--- src/inc/pmds_params.svh ---
// offsets, field positions, reset values and timing counts of the data bus stretch block
`ifndef PMDS_PARAMS_SVH
`define PMDS_PARAMS_SVH

// register indices; byte address is four times the index
`define PMDS_IDX_CLOCK_CONTROL 10'h08E
`define PMDS_IDX_PAGE_CONTROL 10'h08F
`define PMDS_IDX_STATUS 10'h090

// clock_control_reg fields
`define PMDS_STRETCH_LSB 0
`define PMDS_CDIV_LSB 3
`define PMDS_MULT_BIT 5
// page control fields
`define PMDS_PGEN_BIT 0
`define PMDS_PSEL_LSB 1
// status fields
`define PMDS_BUSY_BIT 0
`define PMDS_SCNT_LSB 1

// reset values
`define PMDS_STRETCH_RST 3'h1
`define PMDS_CDIV_RST 2'h2
`define PMDS_MULT_RST 1'h0
`define PMDS_PGEN_RST 1'h0
`define PMDS_PSEL_RST 2'h0

// fast clocks per system clock for each clock setting
`define PMDS_DIV_4X 13'h0001
`define PMDS_DIV_2X 13'h0002
`define PMDS_DIV_1 13'h0004
`define PMDS_DIV_1024 4096

// timing in system clocks
`define PMDS_STRETCH_SYSCLKS 6'h04
`define PMDS_SETUP_BASE 6'h01
`define PMDS_HOLD_BASE 6'h01
`define PMDS_STROBE_BASE_SHORT 6'h01
`define PMDS_STROBE_BASE_LONG 6'h02
`define PMDS_STRETCH1_STROBE_ADD 6'h02

`endif

--- src/inc/pmds_pkg.sv ---
// types shared by the data bus stretch block
package pmds_pkg;

  // bus sequencer states
  typedef enum logic [2:0] {
    pmds_idle,
    pmds_start,
    pmds_setup,
    pmds_strobe,
    pmds_hold,
    pmds_finish
  } pmds_state_t;

  // external bus structure
  typedef enum logic [1:0] {
    pmds_nonpage,
    pmds_page1_short,
    pmds_page1_four,
    pmds_page2
  } pmds_mode_t;

endpackage : pmds_pkg

--- src/pmds_sys_tick.sv ---
// system clock enable generator from the clock divide and multiplier settings
`timescale 1ns/100ps
`include "pmds_params.svh"
module pmds_sys_tick #(
  parameter int DIV_SLOW = `PMDS_DIV_1024
) (
  input wire logic clock,
  input wire logic rst,
  input wire logic clock_en,
  input wire logic [1:0] clock_divide_select,
  input wire logic clock_multiplier_select,
  output logic sys_tick
);
  import pmds_pkg::*;

  logic [12:0] div_count; // fast clocks left in this system clock
  logic [12:0] div_load; // reload value for the current setting

  // fast clocks per system clock, less one
  always_comb begin
    case (clock_divide_select)
      2'h0: begin
        div_load = clock_multiplier_select ? `PMDS_DIV_4X : `PMDS_DIV_2X;
      end
      2'h3: begin
        div_load = 13'(DIV_SLOW);
      end
      default: begin
        div_load = `PMDS_DIV_1;
      end
    endcase
    div_load = div_load - 13'h0001;
  end

  // count down and pulse once per system clock
  always_ff @(posedge clock or posedge rst) begin
    if (rst) begin
      div_count <= 13'h0000;
    end else if (clock_en) begin
      div_count <= (div_count == 13'h0000) ? div_load : div_count - 13'h0001;
    end
  end

  assign sys_tick = (div_count == 13'h0000);

endmodule : pmds_sys_tick

--- src/pmds_timing.sv ---
// lookup of setup, strobe and hold lengths for a stretch setting
`timescale 1ns/100ps
`include "pmds_params.svh"
module pmds_timing (
  input wire logic [2:0] stretch_select,
  input wire pmds_pkg::pmds_mode_t bus_mode,
  output logic [5:0] setup_len,
  output logic [5:0] strobe_len,
  output logic [5:0] hold_len,
  output logic [3:0] stretch_cycles
);
  import pmds_pkg::*;

  logic [5:0] extra; // latch strobe and hold widening for slow settings
  logic [5:0] add_strobe; // strobe widening in system clocks

  // inserted stretch machine cycles per setting
  always_comb begin
    case (stretch_select)
      3'h4: stretch_cycles = 4'h7;
      3'h5: stretch_cycles = 4'h8;
      3'h6: stretch_cycles = 4'h9;
      3'h7: stretch_cycles = 4'hA;
      default: stretch_cycles = {1'b0, stretch_select};
    endcase
  end

  // phase lengths in system clocks
  always_comb begin
    extra = stretch_select[2] ? `PMDS_STRETCH_SYSCLKS : 6'h00;
    if (stretch_select == 3'h0) begin
      add_strobe = 6'h00;
    end else if (stretch_select == 3'h1) begin
      add_strobe = `PMDS_STRETCH1_STROBE_ADD;
    end else begin
      // each further setting adds one stretch machine cycle to the strobe
      add_strobe = 6'({3'h0, stretch_select} * `PMDS_STRETCH_SYSCLKS) - `PMDS_STRETCH1_STROBE_ADD;
    end
    if (bus_mode == pmds_page1_short) begin
      strobe_len = `PMDS_STROBE_BASE_SHORT + add_strobe;
    end else begin
      strobe_len = `PMDS_STROBE_BASE_LONG + add_strobe;
    end
    setup_len = `PMDS_SETUP_BASE + {5'h00, stretch_select != 3'h0} + extra;
    hold_len = `PMDS_HOLD_BASE + {5'h00, stretch_select != 3'h0} + extra;
  end

endmodule : pmds_timing

--- src/pmds_bus_ctrl.sv ---
// external data bus controller with stretch timing and register slave
`timescale 1ns/100ps
`include "pmds_params.svh"
module pmds_bus_ctrl #(
  parameter int DIV_SLOW = `PMDS_DIV_1024
) (
  input wire logic clock,
  input wire logic rst,
  input wire logic clock_en,
  // register slave
  input wire logic [11:0] avs_address,
  input wire logic avs_read,
  input wire logic avs_write,
  input wire logic [3:0] avs_byteenable,
  input wire logic [31:0] avs_writedata,
  output logic [31:0] avs_readdata,
  output logic avs_waitrequest,
  // cpu request port
  input wire logic cpu_req,
  input wire logic cpu_we,
  input wire logic cpu_ext,
  input wire logic [15:0] cpu_addr,
  input wire logic [7:0] cpu_wdata,
  output logic [7:0] cpu_rdata,
  output logic cpu_done,
  output logic cpu_busy,
  // external bus pins
  output logic ale,
  output logic rd_n,
  output logic wr_n,
  input wire logic [7:0] port0_in,
  output logic [7:0] port0_out,
  output logic port0_oe,
  input wire logic [7:0] port2_in,
  output logic [7:0] port2_out,
  output logic port2_oe
);
  import pmds_pkg::*;

  // software settings
  logic [2:0] stretch_select; // stretch setting
  logic [1:0] clock_divide_select; // clock divider setting
  logic clock_multiplier_select; // 4x versus 2x multiplier
  logic page_structure_enable; // page bus structures on
  logic [1:0] page_select; // page mode select

  // register slave
  logic avs_ack; // answer cycle of a bus access
  logic [9:0] avs_index; // register index
  logic [31:0] next_readdata; // read mux

  // sequencer
  pmds_state_t state; // bus sequencer state
  pmds_mode_t bus_mode; // bus structure from the settings
  pmds_mode_t acc_mode; // bus structure frozen for this access
  logic sys_tick; // one system clock elapsed
  logic [5:0] phase_cnt; // system clocks left in this phase
  logic [5:0] setup_len; // setup length for the current setting
  logic [5:0] strobe_len; // strobe length for the current setting
  logic [5:0] hold_len; // hold length for the current setting
  logic [3:0] stretch_cycles; // inserted stretch cycles
  logic [5:0] acc_strobe; // strobe length frozen for this access
  logic [5:0] acc_hold; // hold length frozen for this access
  logic [3:0] last_stretch; // stretch cycles of the last external access
  logic req_we; // latched direction
  logic req_ext; // latched external flag
  logic [15:0] req_addr; // latched address
  logic [7:0] req_wdata; // latched write data
  logic phase_end; // last system clock of a phase

  // pin input synchronisers
  logic [7:0] port0_meta; // first stage
  logic [7:0] port0_sync; // second stage
  logic [7:0] port2_meta; // first stage
  logic [7:0] port2_sync; // second stage

  // system clock enable
  pmds_sys_tick #(
    .DIV_SLOW(DIV_SLOW)
  ) u_tick (
    .clock(clock),
    .rst(rst),
    .clock_en(clock_en),
    .clock_divide_select(clock_divide_select),
    .clock_multiplier_select(clock_multiplier_select),
    .sys_tick(sys_tick)
  );

  // phase lengths for the live stretch setting
  pmds_timing u_timing (
    .stretch_select(stretch_select),
    .bus_mode(bus_mode),
    .setup_len(setup_len),
    .strobe_len(strobe_len),
    .hold_len(hold_len),
    .stretch_cycles(stretch_cycles)
  );

  // bus structure from enable and select bits
  always_comb begin
    if (!page_structure_enable) begin
      bus_mode = pmds_nonpage;
    end else begin
      case (page_select)
        2'h0: bus_mode = pmds_page1_short;
        2'h1: bus_mode = pmds_page1_short;
        2'h2: bus_mode = pmds_page1_four;
        default: bus_mode = pmds_page2;
      endcase
    end
  end

  // two-flop synchronisers on the data ports
  always_ff @(posedge clock or posedge rst) begin
    if (rst) begin
      port0_meta <= 8'h00;
      port0_sync <= 8'h00;
      port2_meta <= 8'h00;
      port2_sync <= 8'h00;
    end else if (clock_en) begin
      port0_meta <= port0_in;
      port0_sync <= port0_meta;
      port2_meta <= port2_in;
      port2_sync <= port2_meta;
    end
  end

  // register slave: one wait cycle, answer on the next
  assign avs_index = avs_address[11:2];
  assign avs_waitrequest = (avs_read | avs_write) & ~avs_ack;

  always_ff @(posedge clock or posedge rst) begin
    if (rst) begin
      avs_ack <= 1'b0;
    end else if (clock_en) begin
      avs_ack <= (avs_read | avs_write) & ~avs_ack;
    end
  end

  // settings written by software at any time
  always_ff @(posedge clock or posedge rst) begin
    if (rst) begin
      stretch_select <= `PMDS_STRETCH_RST;
      clock_divide_select <= `PMDS_CDIV_RST;
      clock_multiplier_select <= `PMDS_MULT_RST;
      page_structure_enable <= `PMDS_PGEN_RST;
      page_select <= `PMDS_PSEL_RST;
    end else if (clock_en && avs_write && avs_ack && avs_byteenable[0]) begin
      if (avs_index == `PMDS_IDX_CLOCK_CONTROL) begin
        // taken even mid access; the running access keeps its frozen phase lengths but follows a new clock divide setting
        stretch_select <= avs_writedata[`PMDS_STRETCH_LSB +: 3];
        clock_divide_select <= avs_writedata[`PMDS_CDIV_LSB +: 2];
        clock_multiplier_select <= avs_writedata[`PMDS_MULT_BIT];
      end else if (avs_index == `PMDS_IDX_PAGE_CONTROL) begin
        page_structure_enable <= avs_writedata[`PMDS_PGEN_BIT];
        page_select <= avs_writedata[`PMDS_PSEL_LSB +: 2];
      end
    end
  end

  // read mux; unmapped indices read zero
  always_comb begin
    next_readdata = 32'h0000_0000;
    case (avs_index)
      `PMDS_IDX_CLOCK_CONTROL: begin
        next_readdata[`PMDS_STRETCH_LSB +: 3] = stretch_select;
        next_readdata[`PMDS_CDIV_LSB +: 2] = clock_divide_select;
        next_readdata[`PMDS_MULT_BIT] = clock_multiplier_select;
      end
      `PMDS_IDX_PAGE_CONTROL: begin
        next_readdata[`PMDS_PGEN_BIT] = page_structure_enable;
        next_readdata[`PMDS_PSEL_LSB +: 2] = page_select;
      end
      `PMDS_IDX_STATUS: begin
        next_readdata[`PMDS_BUSY_BIT] = cpu_busy;
        next_readdata[`PMDS_SCNT_LSB +: 4] = last_stretch;
      end
      default: begin
        next_readdata = 32'h0000_0000;
      end
    endcase
  end

  // read data registered in the wait cycle, stands in the answer cycle
  always_ff @(posedge clock or posedge rst) begin
    if (rst) begin
      avs_readdata <= 32'h0000_0000;
    end else if (clock_en && avs_read && !avs_ack) begin
      avs_readdata <= next_readdata;
    end
  end

  // cpu request latch, taken only while idle
  always_ff @(posedge clock or posedge rst) begin
    if (rst) begin
      req_we <= 1'b0;
      req_ext <= 1'b0;
      req_addr <= 16'h0000;
      req_wdata <= 8'h00;
    end else if (clock_en && state == pmds_idle && cpu_req) begin
      req_we <= cpu_we;
      req_ext <= cpu_ext;
      req_addr <= cpu_addr;
      req_wdata <= cpu_wdata;
    end
  end

  assign cpu_busy = (state != pmds_idle);
  assign phase_end = sys_tick && (phase_cnt == 6'h01);

  // bus sequencer, stepping on system clocks
  always_ff @(posedge clock or posedge rst) begin
    if (rst) begin
      state <= pmds_idle;
      phase_cnt <= 6'h00;
      acc_mode <= pmds_nonpage;
      acc_strobe <= 6'h00;
      acc_hold <= 6'h00;
    end else if (clock_en) begin
      case (state)
        pmds_idle: begin
          if (cpu_req) begin
            state <= pmds_start;
          end
        end
        pmds_start: begin
          if (sys_tick) begin
            if (!req_ext) begin
              // internal and code accesses: one unstretched system clock
              state <= pmds_finish;
            end else begin
              // timing frozen at the start of the external access
              state <= pmds_setup;
              phase_cnt <= setup_len;
              acc_strobe <= strobe_len;
              acc_hold <= hold_len;
              acc_mode <= bus_mode;
            end
          end
        end
        pmds_setup: begin
          if (sys_tick) begin
            phase_cnt <= phase_cnt - 6'h01;
          end
          if (phase_end) begin
            state <= pmds_strobe;
            phase_cnt <= acc_strobe;
          end
        end
        pmds_strobe: begin
          if (sys_tick) begin
            phase_cnt <= phase_cnt - 6'h01;
          end
          if (phase_end) begin
            state <= pmds_hold;
            phase_cnt <= acc_hold;
          end
        end
        pmds_hold: begin
          if (sys_tick) begin
            phase_cnt <= phase_cnt - 6'h01;
          end
          if (phase_end) begin
            state <= pmds_finish;
          end
        end
        pmds_finish: begin
          state <= pmds_idle;
        end
        default: begin
          state <= pmds_idle;
        end
      endcase
    end
  end

  // completion pulse and read data capture
  always_ff @(posedge clock or posedge rst) begin
    if (rst) begin
      cpu_done <= 1'b0;
      cpu_rdata <= 8'h00;
      last_stretch <= 4'h0;
    end else if (clock_en) begin
      cpu_done <= (state == pmds_finish);
      if (state == pmds_strobe && phase_end && !req_we) begin
        // data bus position depends on the bus structure
        cpu_rdata <= (acc_mode == pmds_page2) ? port2_sync : port0_sync;
      end
      if (state == pmds_start && sys_tick && req_ext) begin
        last_stretch <= stretch_cycles;
      end
    end
  end

  // pins: latch strobe in setup, read or write strobe in the strobe phase
  always_ff @(posedge clock or posedge rst) begin
    if (rst) begin
      ale <= 1'b0;
      rd_n <= 1'b1;
      wr_n <= 1'b1;
    end else if (clock_en) begin
      ale <= (state == pmds_setup) && !phase_end;
      rd_n <= !((state == pmds_setup && phase_end && !req_we) ||
                (state == pmds_strobe && !phase_end && !req_we));
      wr_n <= !((state == pmds_setup && phase_end && req_we) ||
                (state == pmds_strobe && !phase_end && req_we));
    end
  end

  // address and data on the ports per bus structure
  always_ff @(posedge clock or posedge rst) begin
    if (rst) begin
      port0_out <= 8'h00;
      port0_oe <= 1'b0;
      port2_out <= 8'h00;
      port2_oe <= 1'b0;
    end else if (clock_en) begin
      if (state == pmds_setup && !phase_end) begin
        // address phase
        port0_oe <= 1'b1;
        port2_oe <= 1'b1;
        case (acc_mode)
          pmds_page2: begin
            port0_out <= req_addr[7:0];
            port2_out <= req_addr[15:8];
          end
          pmds_nonpage: begin
            port0_out <= req_addr[7:0];
            port2_out <= req_addr[15:8];
          end
          default: begin
            port0_out <= req_addr[15:8];
            port2_out <= req_addr[7:0];
          end
        endcase
      end else if (state == pmds_setup || state == pmds_strobe || state == pmds_hold) begin
        // data phase: float for reads, drive for writes through hold
        if (acc_mode == pmds_page2) begin
          port2_out <= req_wdata;
          port2_oe <= req_we;
        end else begin
          port0_out <= req_wdata;
          port0_oe <= req_we;
        end
      end else begin
        port0_oe <= 1'b0;
        port2_oe <= 1'b0;
      end
    end
  end

endmodule : pmds_bus_ctrl

--- config.mk ---
export PLATFORM = sky130hd
export DESIGN_NAME = pmds_bus_ctrl
export DESIGN_NICKNAME = d
export VERILOG_FILES = /design/src/inc/pmds_pkg.sv /design/src/pmds_sys_tick.sv /design/src/pmds_timing.sv /design/src/pmds_bus_ctrl.sv
export VERILOG_INCLUDE_DIRS = /design/src /design/src/inc
export SDC_FILE = /design/constraint.sdc
export NUM_CORES = 1
export LEC_CHECK = 0
export ABC_AREA = 1
export BUFFER_PORTS_ARGS = -buffer_cell sky130_fd_sc_hd__buf_2
export CAP_MARGIN = 10
export CORE_ASPECT_RATIO = 0.9
export CORE_MARGIN = 4
export CORE_UTILIZATION = 40
export CTS_BUF_LIST = sky130_fd_sc_hd__clkbuf_8
export CTS_CLUSTER_SIZE = 14
export DETAILED_ROUTE_END_ITERATION = 10
export SLEW_MARGIN = 25
export SYNTH_ARGS = -nofsm -noshare
export SYNTH_HDL_FRONTEND = slang
export SYNTH_SLANG_ARGS = --single-unit
--- constraint.sdc ---
create_clock -name clock -period 7.1 [get_ports clock]
set_input_delay 1.775 -clock clock [delete_from_list [all_inputs] [get_ports clock]]
set_output_delay 1.775 -clock clock [all_outputs]
set_load 0.05 [all_outputs]
==> results of run 1 <==
sequential cells by signal, summed over array words and instances (netlist names), 6 cells and up:
register and flops:
acc_strobe 6, avs_readdata 6, cpu_rdata 8, phase_cnt 6, port0_meta 8, port0_out 8
port0_sync 8, port2_meta 8, port2_out 8, port2_sync 8, req_addr 16, req_wdata 8
u_tick.div_count 13
routing by layer:
metal / global-route usage, % / share of wire [%] / up-vias / routed length, microns
met1: 22.8 / 50 / 2557 / 7880
met4: 4.73 / 1.3 / 0 / 200
met5: 0 / 0 / - / 0
met3: 3.47 / 5.1 / 14 / 794
met2: 24.6 / 43 / 116 / 6780
li1: - / - / 2971 / -
power groups by stage:
stage	logic, mW	clock network (mW)	registers [mW]
global route	1.05	0.699	1.14
CTS	0.948	0.659	1.11
floorplan	0.569	0	1.30
finish	0.941	0.636	1.11
detailed placement	0.946	0	1.13
global placement	0.935	0	1.12
cells in the mapped netlist (3+ instances only):
| cell type | number | area [sq um] |
|---|---|---|
| nor2_2 | 4 | 25.0 |
| clkbuf_1 | 13 | 48.8 |
| nor2_1 | 58 | 218 |
| nor3_1 | 8 | 40.0 |
| xor2_1 | 10 | 87.6 |
| o21ai_2 | 12 | 105 |
| o22ai_1 | 3 | 18.8 |
| o21bai_1 | 3 | 22.5 |
| nand4_1 | 9 | 56.3 |
| buf_2 | 7 | 35.0 |
| xnor2_1 | 4 | 35.0 |
| mux2_2 | 14 | 158 |
| nand3_1 | 34 | 170 |
| nand2_2 | 6 | 37.5 |
| o21ai_1 | 18 | 90.1 |
| nor2_4 | 4 | 45.0 |
| dfstp_2 | 4 | 105 |
| or2_2 | 3 | 18.8 |
| dfrtp_1 | 137 | 3430 |
| ha_1 | 11 | 138 |
| inv_2 | 5 | 18.8 |
| buf_4 | 26 | 195 |
| nand2_4 | 3 | 33.8 |
| a21oi_1 | 21 | 105 |
| inv_1 | 104 | 390 |
| o21ai_0 | 88 | 440 |
| nor4_1 | 4 | 25.0 |
| nand2_1 | 249 | 935 |
| buf_6 | 5 | 56.3 |
logic make-up (layout without fill, tap and decap cells):
logic type / count (synthesis) / in the layout / synth area share, %
flops: 141 / 141 / 48.3
fa+ha+maj: 11 / 11 / 1.88
other cells: 1 / 26 / 0.0513
mux: 15 / 15 / 2.29
buf+inv: 164 / 248 / 10.6
xor+xnor: 14 / 14 / 1.68
simple gates: 388 / 388 / 23.1
compound gates: 155 / 155 / 12.1
worst max path at each step:
stage	cells past startpoint	to	slack (ps)
floorplan	1	acc_hold[0]	1550
global placement	9	acc_hold[0]	2990
detailed placement	9	acc_hold[0]	3000
CTS	4	avs_waitrequest	3030
global route	4	avs_waitrequest	3000
finish	4	avs_waitrequest	3040
worst reg2reg max path, stage by stage (launching register included):
cell and delay (ps):
dfrtp_1 450, nor2_4 160, nand2_4 90, nor2_8 170, nand2_4 120, nor2_2 170
nand2_1 390, inv_1 370, nand2_1 140, o21a_1 120
layout by cell type, fill, tap and decap left out, types with 5 or more instances in the layout:
cell type	netlist	layout
inv_2	5	5
o21ai_2	12	12
nand4_1	9	9
nor2_1	58	58
mux2_2	14	14
xor2_1	10	10
ha_1	11	11
nand2_1	249	249
buf_2	7	102
nor3_1	8	8
conb_1	1	26
a21oi_1	21	21
dfrtp_1	137	137
inv_1	104	105
nand2_2	6	6
o21ai_0	88	88
clkbuf_8	0	18
nand3_1	34	34
o21ai_1	18	18
per-stage QoR:
stage | cell area [sq um] | util, %
after floorplan | 7410 | -
after global placement | 7890 | 44.4
after detailed placement | 7890 | 44.4
after CTS | 8290 | 46.6
after global routing | 8290 | 46.6
final | 8290 | 46.6
cell type report:
type,count,area [sq um],share of cell area [%]
flip-flops and latches,141,3530,42.6
multi-input cells,609,3100,37.4
repair buffers,106,541,6.52
inverters,110,420,5.07
well taps,240,300,3.62
clock buffers,18,248,2.99
clock inverters,14,145,1.75
==> out/results.ini, run 1 <==
[yosys]
async_flop_share_pct = 100
mappedNetlistArea_sq_mm = 0.00731
ys_seq_area_share_pct = 48.3
synth_edf_count = 0
ys_warn_count = 0
post_synth.cell_area_avg_sq_um = 8.23
ys_ff_latch = 141
synth_cells = 889
synth_cell_type_count = 46
ys.flop_type = dfrtp_1

[global_route]
grt.total_usage_pct = 16.0
grt_pass1_wl_microns = 26200
grt_overflow = 0
antenna_found_initial = 0
first_global_vias = 5459
grt_start_max_net_pins = 87

[cts]
tritoncts = built
holdBufCountCts = 0
clockBufferDepth = 2
cts_resized = 0
numCtsBuffers = 17
post_cts_buffers = 0
root_buffer = clkbuf_8
clkLatencyLatePin_ps = 440
h-tree-depth = 4
cts_sinks = 141
path_clk_slew_ps = 80

[power]
switching_power_mw = 1.10
powerDensity_mw_per_mm2 = 324
p_clk_share_pct = 23.7
pwr-share-comb_pct = 35.0
switching_share_pct = 40.8
p_total_mw = 2.69
p_int_mw = 1.59
seqPwrFrac_pct = 41.3
leakagePower_nw = 4.33
peakVddDrop_mv = 0.142

[worst_setup_path]
worst_setup_path_end_kind = output port
max_stage_delay_ps = 280
r2r_end = acc_hold[0]
cp.buffers_inverters = 2
crit_path_start = avs_read
cp_max_fo = 2
reg2reg_slack_ps = 4800
reg2reg_from = u_tick.div_count[4]
cp.required_ps = 5330
reg2regPathDepth = 9
crit_chain = buf_2 -> nor2_1 -> nor2_1 -> buf_2
cp-start-kind = input port
crit_arrival_ps = 2280
crit_family = buffers and inverters
cpMaxStageDelayCell = buf_2
crit_type = in2out

[placement]
io_buffer_count = 102
routabilityCongestion = 0.790
pre_cts_ws_ps = 3000
dpl.hpwl_microns = 11300
numPlacedInstances = 1206

[outcome]
status = finished clean

[floorplan]
core_area_sq_mm = 0.0178
die_area_sq_mm = 0.0205
floorplan.initialDensity_pct = 41.1
die_h_microns = 136
io_pins = 160
rows = 46
chipWidth_microns = 151

[sta]
postLayoutSetupSlackWorst_ps = 3040
finalHoldViolations = 0
final.min_clock_period_ps = 4060
setup_viol = 0
whs_ps = 470
rsz0062_at_grt = false
timing.slew.headroom_pct = 45.7
tns_ps = 0
fmax_ghz = 0.246
slew_viol_final = 0
timing.final.crit_share_pct = 57.2
worst_slew_pin_slew_ps = 815
fin_worst_skew_ps = 14.6

[route]
dr.pass1.iters = 4
drc = 0
via_per_inst = 4.57
antenna_left = 0
drt-total-wl_microns = 15700
wl_per_cell_microns = 12.6
vias = 5658
drt_iter0_drc = 278

[job]
maxCapViolCount = 0

[min_path]
worstHoldPathCells = 2
hold_class = reg2reg
hold_start = port0_sync[6]
min_to = port0_sync[6]

[finish]
final_cells = 1238
final_nets = 1092
syn2layout_area_growth_pct = 13.3
drive_above_1_share_pct = 20.1
nFillCells = 1762
n_antenna_cell = 0

No activity file was read; power rests on OpenSTA's default activity.
==> inputs of run 2 (changes only) <==
==> constraint.sdc (replaced) <==
create_clock -name clock -period 4.2 [get_ports clock]
set_input_delay 1.05 -clock clock [delete_from_list [all_inputs] [get_ports clock]]
set_output_delay 1.05 -clock clock [all_outputs]
set_load 0.05 [all_outputs]
==> run 2 against run 1 <==
Against the previous run: hold slack about the same; core utilization up 0.29 points; cell area up 0.62%; non-clock buffer count up 1; die area unchanged; register-to-register slack worse by 3000 ps; largest power group unchanged.
==> out/results.ini, run 2 (synthesis results as in run 1) <==
[outcome]
status = finished clean

[worst_setup_path]
cp-start-kind = input port
max_stage_delay_ps = 290
cp_max_fo = 2
crit_type = in2out
crit_chain = buf_2 -> nor2_1 -> nor2_1 -> buf_2
worst_setup_path_end_kind = output port
crit_arrival_ps = 1580
cpMaxStageDelayCell = buf_2
cp.required_ps = 3150

[cts]
cts_sinks = 141
holdBufCountCts = 0
root_buffer = clkbuf_8
h-tree-depth = 4
cts_resized = 0
tritoncts = built
clockBufferDepth = 2
post_cts_buffers = 0
numCtsBuffers = 17
path_clk_slew_ps = 80
clkLatencyLatePin_ps = 450

[sta]
slew_viol_final = 0
timing.final.crit_share_pct = 62.7
finalHoldViolations = 0
timing.slew.headroom_pct = 43.2
final.min_clock_period_ps = 2630
rsz0062_at_grt = false
worst_slew_pin_slew_ps = 853
setup_viol = 0
tns_ps = 0
fmax_ghz = 0.380
fin_worst_skew_ps = 17.0

[finish]
top_register = req_addr
syn2layout_area_growth_pct = 14.0
n_antenna_cell = 0
utilization_pct = 46.9
final_cells = 1239
reg_top3 = req_addr (16), u_tick.div_count (13)
largest_reg_flops = 16
final_common_cell = nand2_1
drive_above_1_share_pct = 20.3
final_cell_mix = nand2_1, dfrtp_1, inv_1
final_nets = 1093

[route]
via_per_inst = 4.61
vias = 5707
drc = 0
drt-total-wl_microns = 15700
drt_iter0_drc = 318
wl_per_cell_microns = 12.7
dr.pass1.iters = 5
antenna_left = 0

[global_route]
grt.total_usage_pct = 16.2
first_global_vias = 5318
grt_overflow = 0
grt_pass1_wl_microns = 26400
grt_start_max_net_pins = 79
antenna_found_initial = 0

[floorplan]
die_area_sq_mm = 0.0205
floorplan.initialDensity_pct = 41.1
io_pins = 160
core_area_sq_mm = 0.0178
chipWidth_microns = 151
rows = 46
die_h_microns = 136

[placement]
dpl.hpwl_microns = 11400
routabilityCongestion = 0.819
numPlacedInstances = 1207
io_buffer_count = 102

[power]
peakVddDrop_mv = 0.217
leakagePower_nw = 4.35
powerDensity_mw_per_mm2 = 552

[min_path]
hold_class = reg2reg

[job]
maxCapViolCount = 0

==> run 2: cell count changes in the layout (fill, tap and decap cells not counted), sizes merged <==
cell | previous run | this run
clkinvlp | 2 | 3
inv | 114 | 118
buf | 106 | 107
clkbuf | 18 | 19
clkinv | 6 | 0
==> run 2: final cells by class <==
class | count | area (sq um)
timing repair buffer | 107 | 573
inverter | 110 | 419
clock buffer | 19 | 262
fill | 1781 | 9450
multi-input combinational | 609 | 3100
tap | 240 | 300
clock inverter | 13 | 151
sequential | 141 | 3530
==> run 2: worst paths after layout <==
check / depth (start not counted) / end / startpoint / slack [ps]
min in group asynchronous: 2 / page_select[0] / rst / 540
worst min register to register: 2 / port0_sync[6] / port0_sync[6] / 470
worst max register to register: 9 / acc_strobe[2] / u_tick.div_count[4] / 1810
worst min-delay path: 2 / port0_sync[6] / port0_sync[6] / 470
max in group asynchronous: 3 / port2_oe / rst / 2960
worst max-delay path: 4 / avs_waitrequest / avs_write / 1570
==> run 2: power breakdown <==
group | leakage, nW | switching [mW] | internal [mW]
Clock | 0.208 | 0.561 | 0.574
Sequential | 1.71 | 0.204 | 1.67
Combinational | 2.43 | 1.11 | 0.477
==> run 2: per-layer routing <==
metal | track usage [%] | vias to the layer above | share of wire [%]
li1 | - | 2977 | -
met1 | 23.5 | 2589 | 49
met2 | 23.7 | 131 | 43
met3 | 4.57 | 10 | 6.4
met4 | 4.17 | 0 | 0.87
met5 | 0 | - | 0
==> run 2: through the flow <==
stage               area, sq um  worst slack, ps  power, mW  hold slack, ps
CTS                        8340             1560       4.66             477
global placement           7930             1470       3.48             454
global route               8340             1500       4.95             498
finish                     8340             1570       4.60             471
detailed placement         7930             1430       3.51             455
floorplan                  7410             1390       3.17             437
==> run 2: critical path: cells and delay by family <==
family | cells | cell delay, ps
buf+inv | 2 | 380
simple gates | 2 | 160
==> inputs of run 3 (changes only) <==
==> constraint.sdc (replaced) <==
create_clock -name clock -period 2.5 [get_ports clock]
set_input_delay 0.625 -clock clock [delete_from_list [all_inputs] [get_ports clock]]
set_output_delay 0.625 -clock clock [all_outputs]
set_load 0.05 [all_outputs]
==> run 3 against run 2 <==
Against the previous run: combinational power up 70%; power up 72%; core utilization up 0.72 points; sequential cell count unchanged; wire length up 0.55%; cell area up 1.5%; die area unchanged; critical path depth down 1; critical endpoint is now cpu_busy; largest cell class unchanged.
==> out/results.ini, run 3 (synthesis results as in run 1) <==
[power]
peakVddDrop_mv = 0.390
switching_share_pct = 40.0
powerDensity_mw_per_mm2 = 932
pwr-share-comb_pct = 34.2
leakagePower_nw = 4.42
switching_power_mw = 3.16
p_clk_share_pct = 25.8
seqPwrFrac_pct = 40.1
p_total_mw = 7.89
p_int_mw = 4.74

[route]
drt_iter0_drc = 308
vias = 5660
dr.pass1.iters = 5
via_per_inst = 4.54
drt-total-wl_microns = 15800
wl_per_cell_microns = 12.7
antenna_left = 0
drc = 0

[finish]
top_register = req_addr
final_nets = 1101
reg_top3 = req_addr (16), u_tick.div_count (13)
final_cell_mix = nand2_1, dfrtp_1, inv_1
final_area_sq_mm = 0.00847
drive_above_1_share_pct = 21.0
largest_reg_flops = 16
n_antenna_cell = 0
final_common_cell = nand2_1
syn2layout_area_growth_pct = 15.8
utilization_pct = 47.6

[sta]
final.min_clock_period_ps = 2200
postLayoutSetupSlackWorst_ps = 300
timing.final.crit_share_pct = 88.0
fmax_ghz = 0.455
worst_slew_pin_slew_ps = 705
setup_viol = 0
rsz0062_at_grt = false
timing.slew.headroom_pct = 52.9
tns_ps = 0
slew_viol_final = 0
finalHoldViolations = 0
fin_worst_skew_ps = 17.9

[job]
maxCapViolCount = 0

[global_route]
met1_usage_pct = 23.1
grt_pass1_wl_microns = 25800
grt_start_max_net_pins = 47
met2_usage_pct = 23.3
gr-max-usage-layer = met2
antenna_found_initial = 0
grt.total_usage_pct = 15.8
grt_overflow = 0
gr-usage-met3_pct = 4.00
first_global_vias = 5246

[floorplan]
chipWidth_microns = 151
core_area_sq_mm = 0.0178
floorplan.initialDensity_pct = 41.1
die_h_microns = 136
rows = 46
die_area_sq_mm = 0.0205
io_pins = 160

[worst_setup_path]
crit_arrival_ps = 1570
cp-start-kind = flop
worst_setup_path_end_kind = output port
cp.required_ps = 1880
crit_type = reg2out
cp_max_fo = 7

[cts]
numCtsBuffers = 17
post_cts_buffers = 0
clkLatencyLatePin_ps = 450
cts_sinks = 141
cts_resized = 0
h-tree-depth = 4
tritoncts = built
path_clk_slew_ps = 80
root_buffer = clkbuf_8
holdBufCountCts = 0
clockBufferDepth = 2

[placement]
pre_cts_ws_ps = 381
dpl_cell_area_sq_mm = 0.00802
io_buffer_count = 102
routabilityCongestion = 0.828
dpl.hpwl_microns = 11600

[min_path]
hold_class = in2async

[outcome]
status = finished clean

==> run 3: cell types whose count changed in the layout (fill, tap and decap cells not counted), sizes merged <==
cell | previous run | this run
clkinvlp | 3 | 2
clkbuf | 19 | 17
clkinv | 0 | 3
buf | 107 | 115
bufinv | 2 | 4
inv | 118 | 116
==> run 3: metal layers <==
layer / share of wire (%) / routed length, microns / vias up
li1: - / - / 2989
met1: 51 / 7990 / 2546
met2: 44 / 6890 / 121
met4: 0.52 / 82 / 0
met5: 0 / 0 / -
met3: 5.2 / 813 / 4
==> run 3: through the flow <==
step / hold WS, ps / instances
after floorplan: 437 / 914
after global placement: 451 / 1215
after detailed placement: 454 / 1215
after CTS: 279 / 1247
after global routing: 310 / 1247
final: 290 / 1247
==> run 3: worst max-delay path, cell delays in order (launching register included) <==
cell,delay (ps)
dfrtp_1,470
nor2_2,210
nand2_1,190
buf_2,260
==> run 3: final cells by class <==
type	instances	area, sq um
fillers	1766	9320
clock inverters	15	209
clock buffers	17	234
inverters	110	419
multi-input cells	609	3100
flip-flops and latches	141	3530
well taps	240	300
repair buffers	115	671
==> run 3: path summary, 6_finish.rpt <==
path,startpoint,to,slack (ps),cells past startpoint
setup / recovery,state[1],cpu_busy,300,3
hold / removal,rst,page_structure_enable,290,2
setup reg to reg,clock_divide_select[1],u_tick.div_count[10],360,13
hold reg to reg,port0_sync[6],port0_sync[6],470,2
max in group asynchronous,rst,wr_n,1580,3
min in group clock,port0_in[0],port0_meta[0],360,3
==> run 3: power groups by stage <==
stage	clock network [mW]	registers, mW	logic (mW)
floorplan	0	3.71	1.62
global placement	0	3.19	2.68
detailed placement	0	3.20	2.72
CTS	2.09	3.16	2.72
global route	2.18	3.22	3.00
finish	2.03	3.16	2.70
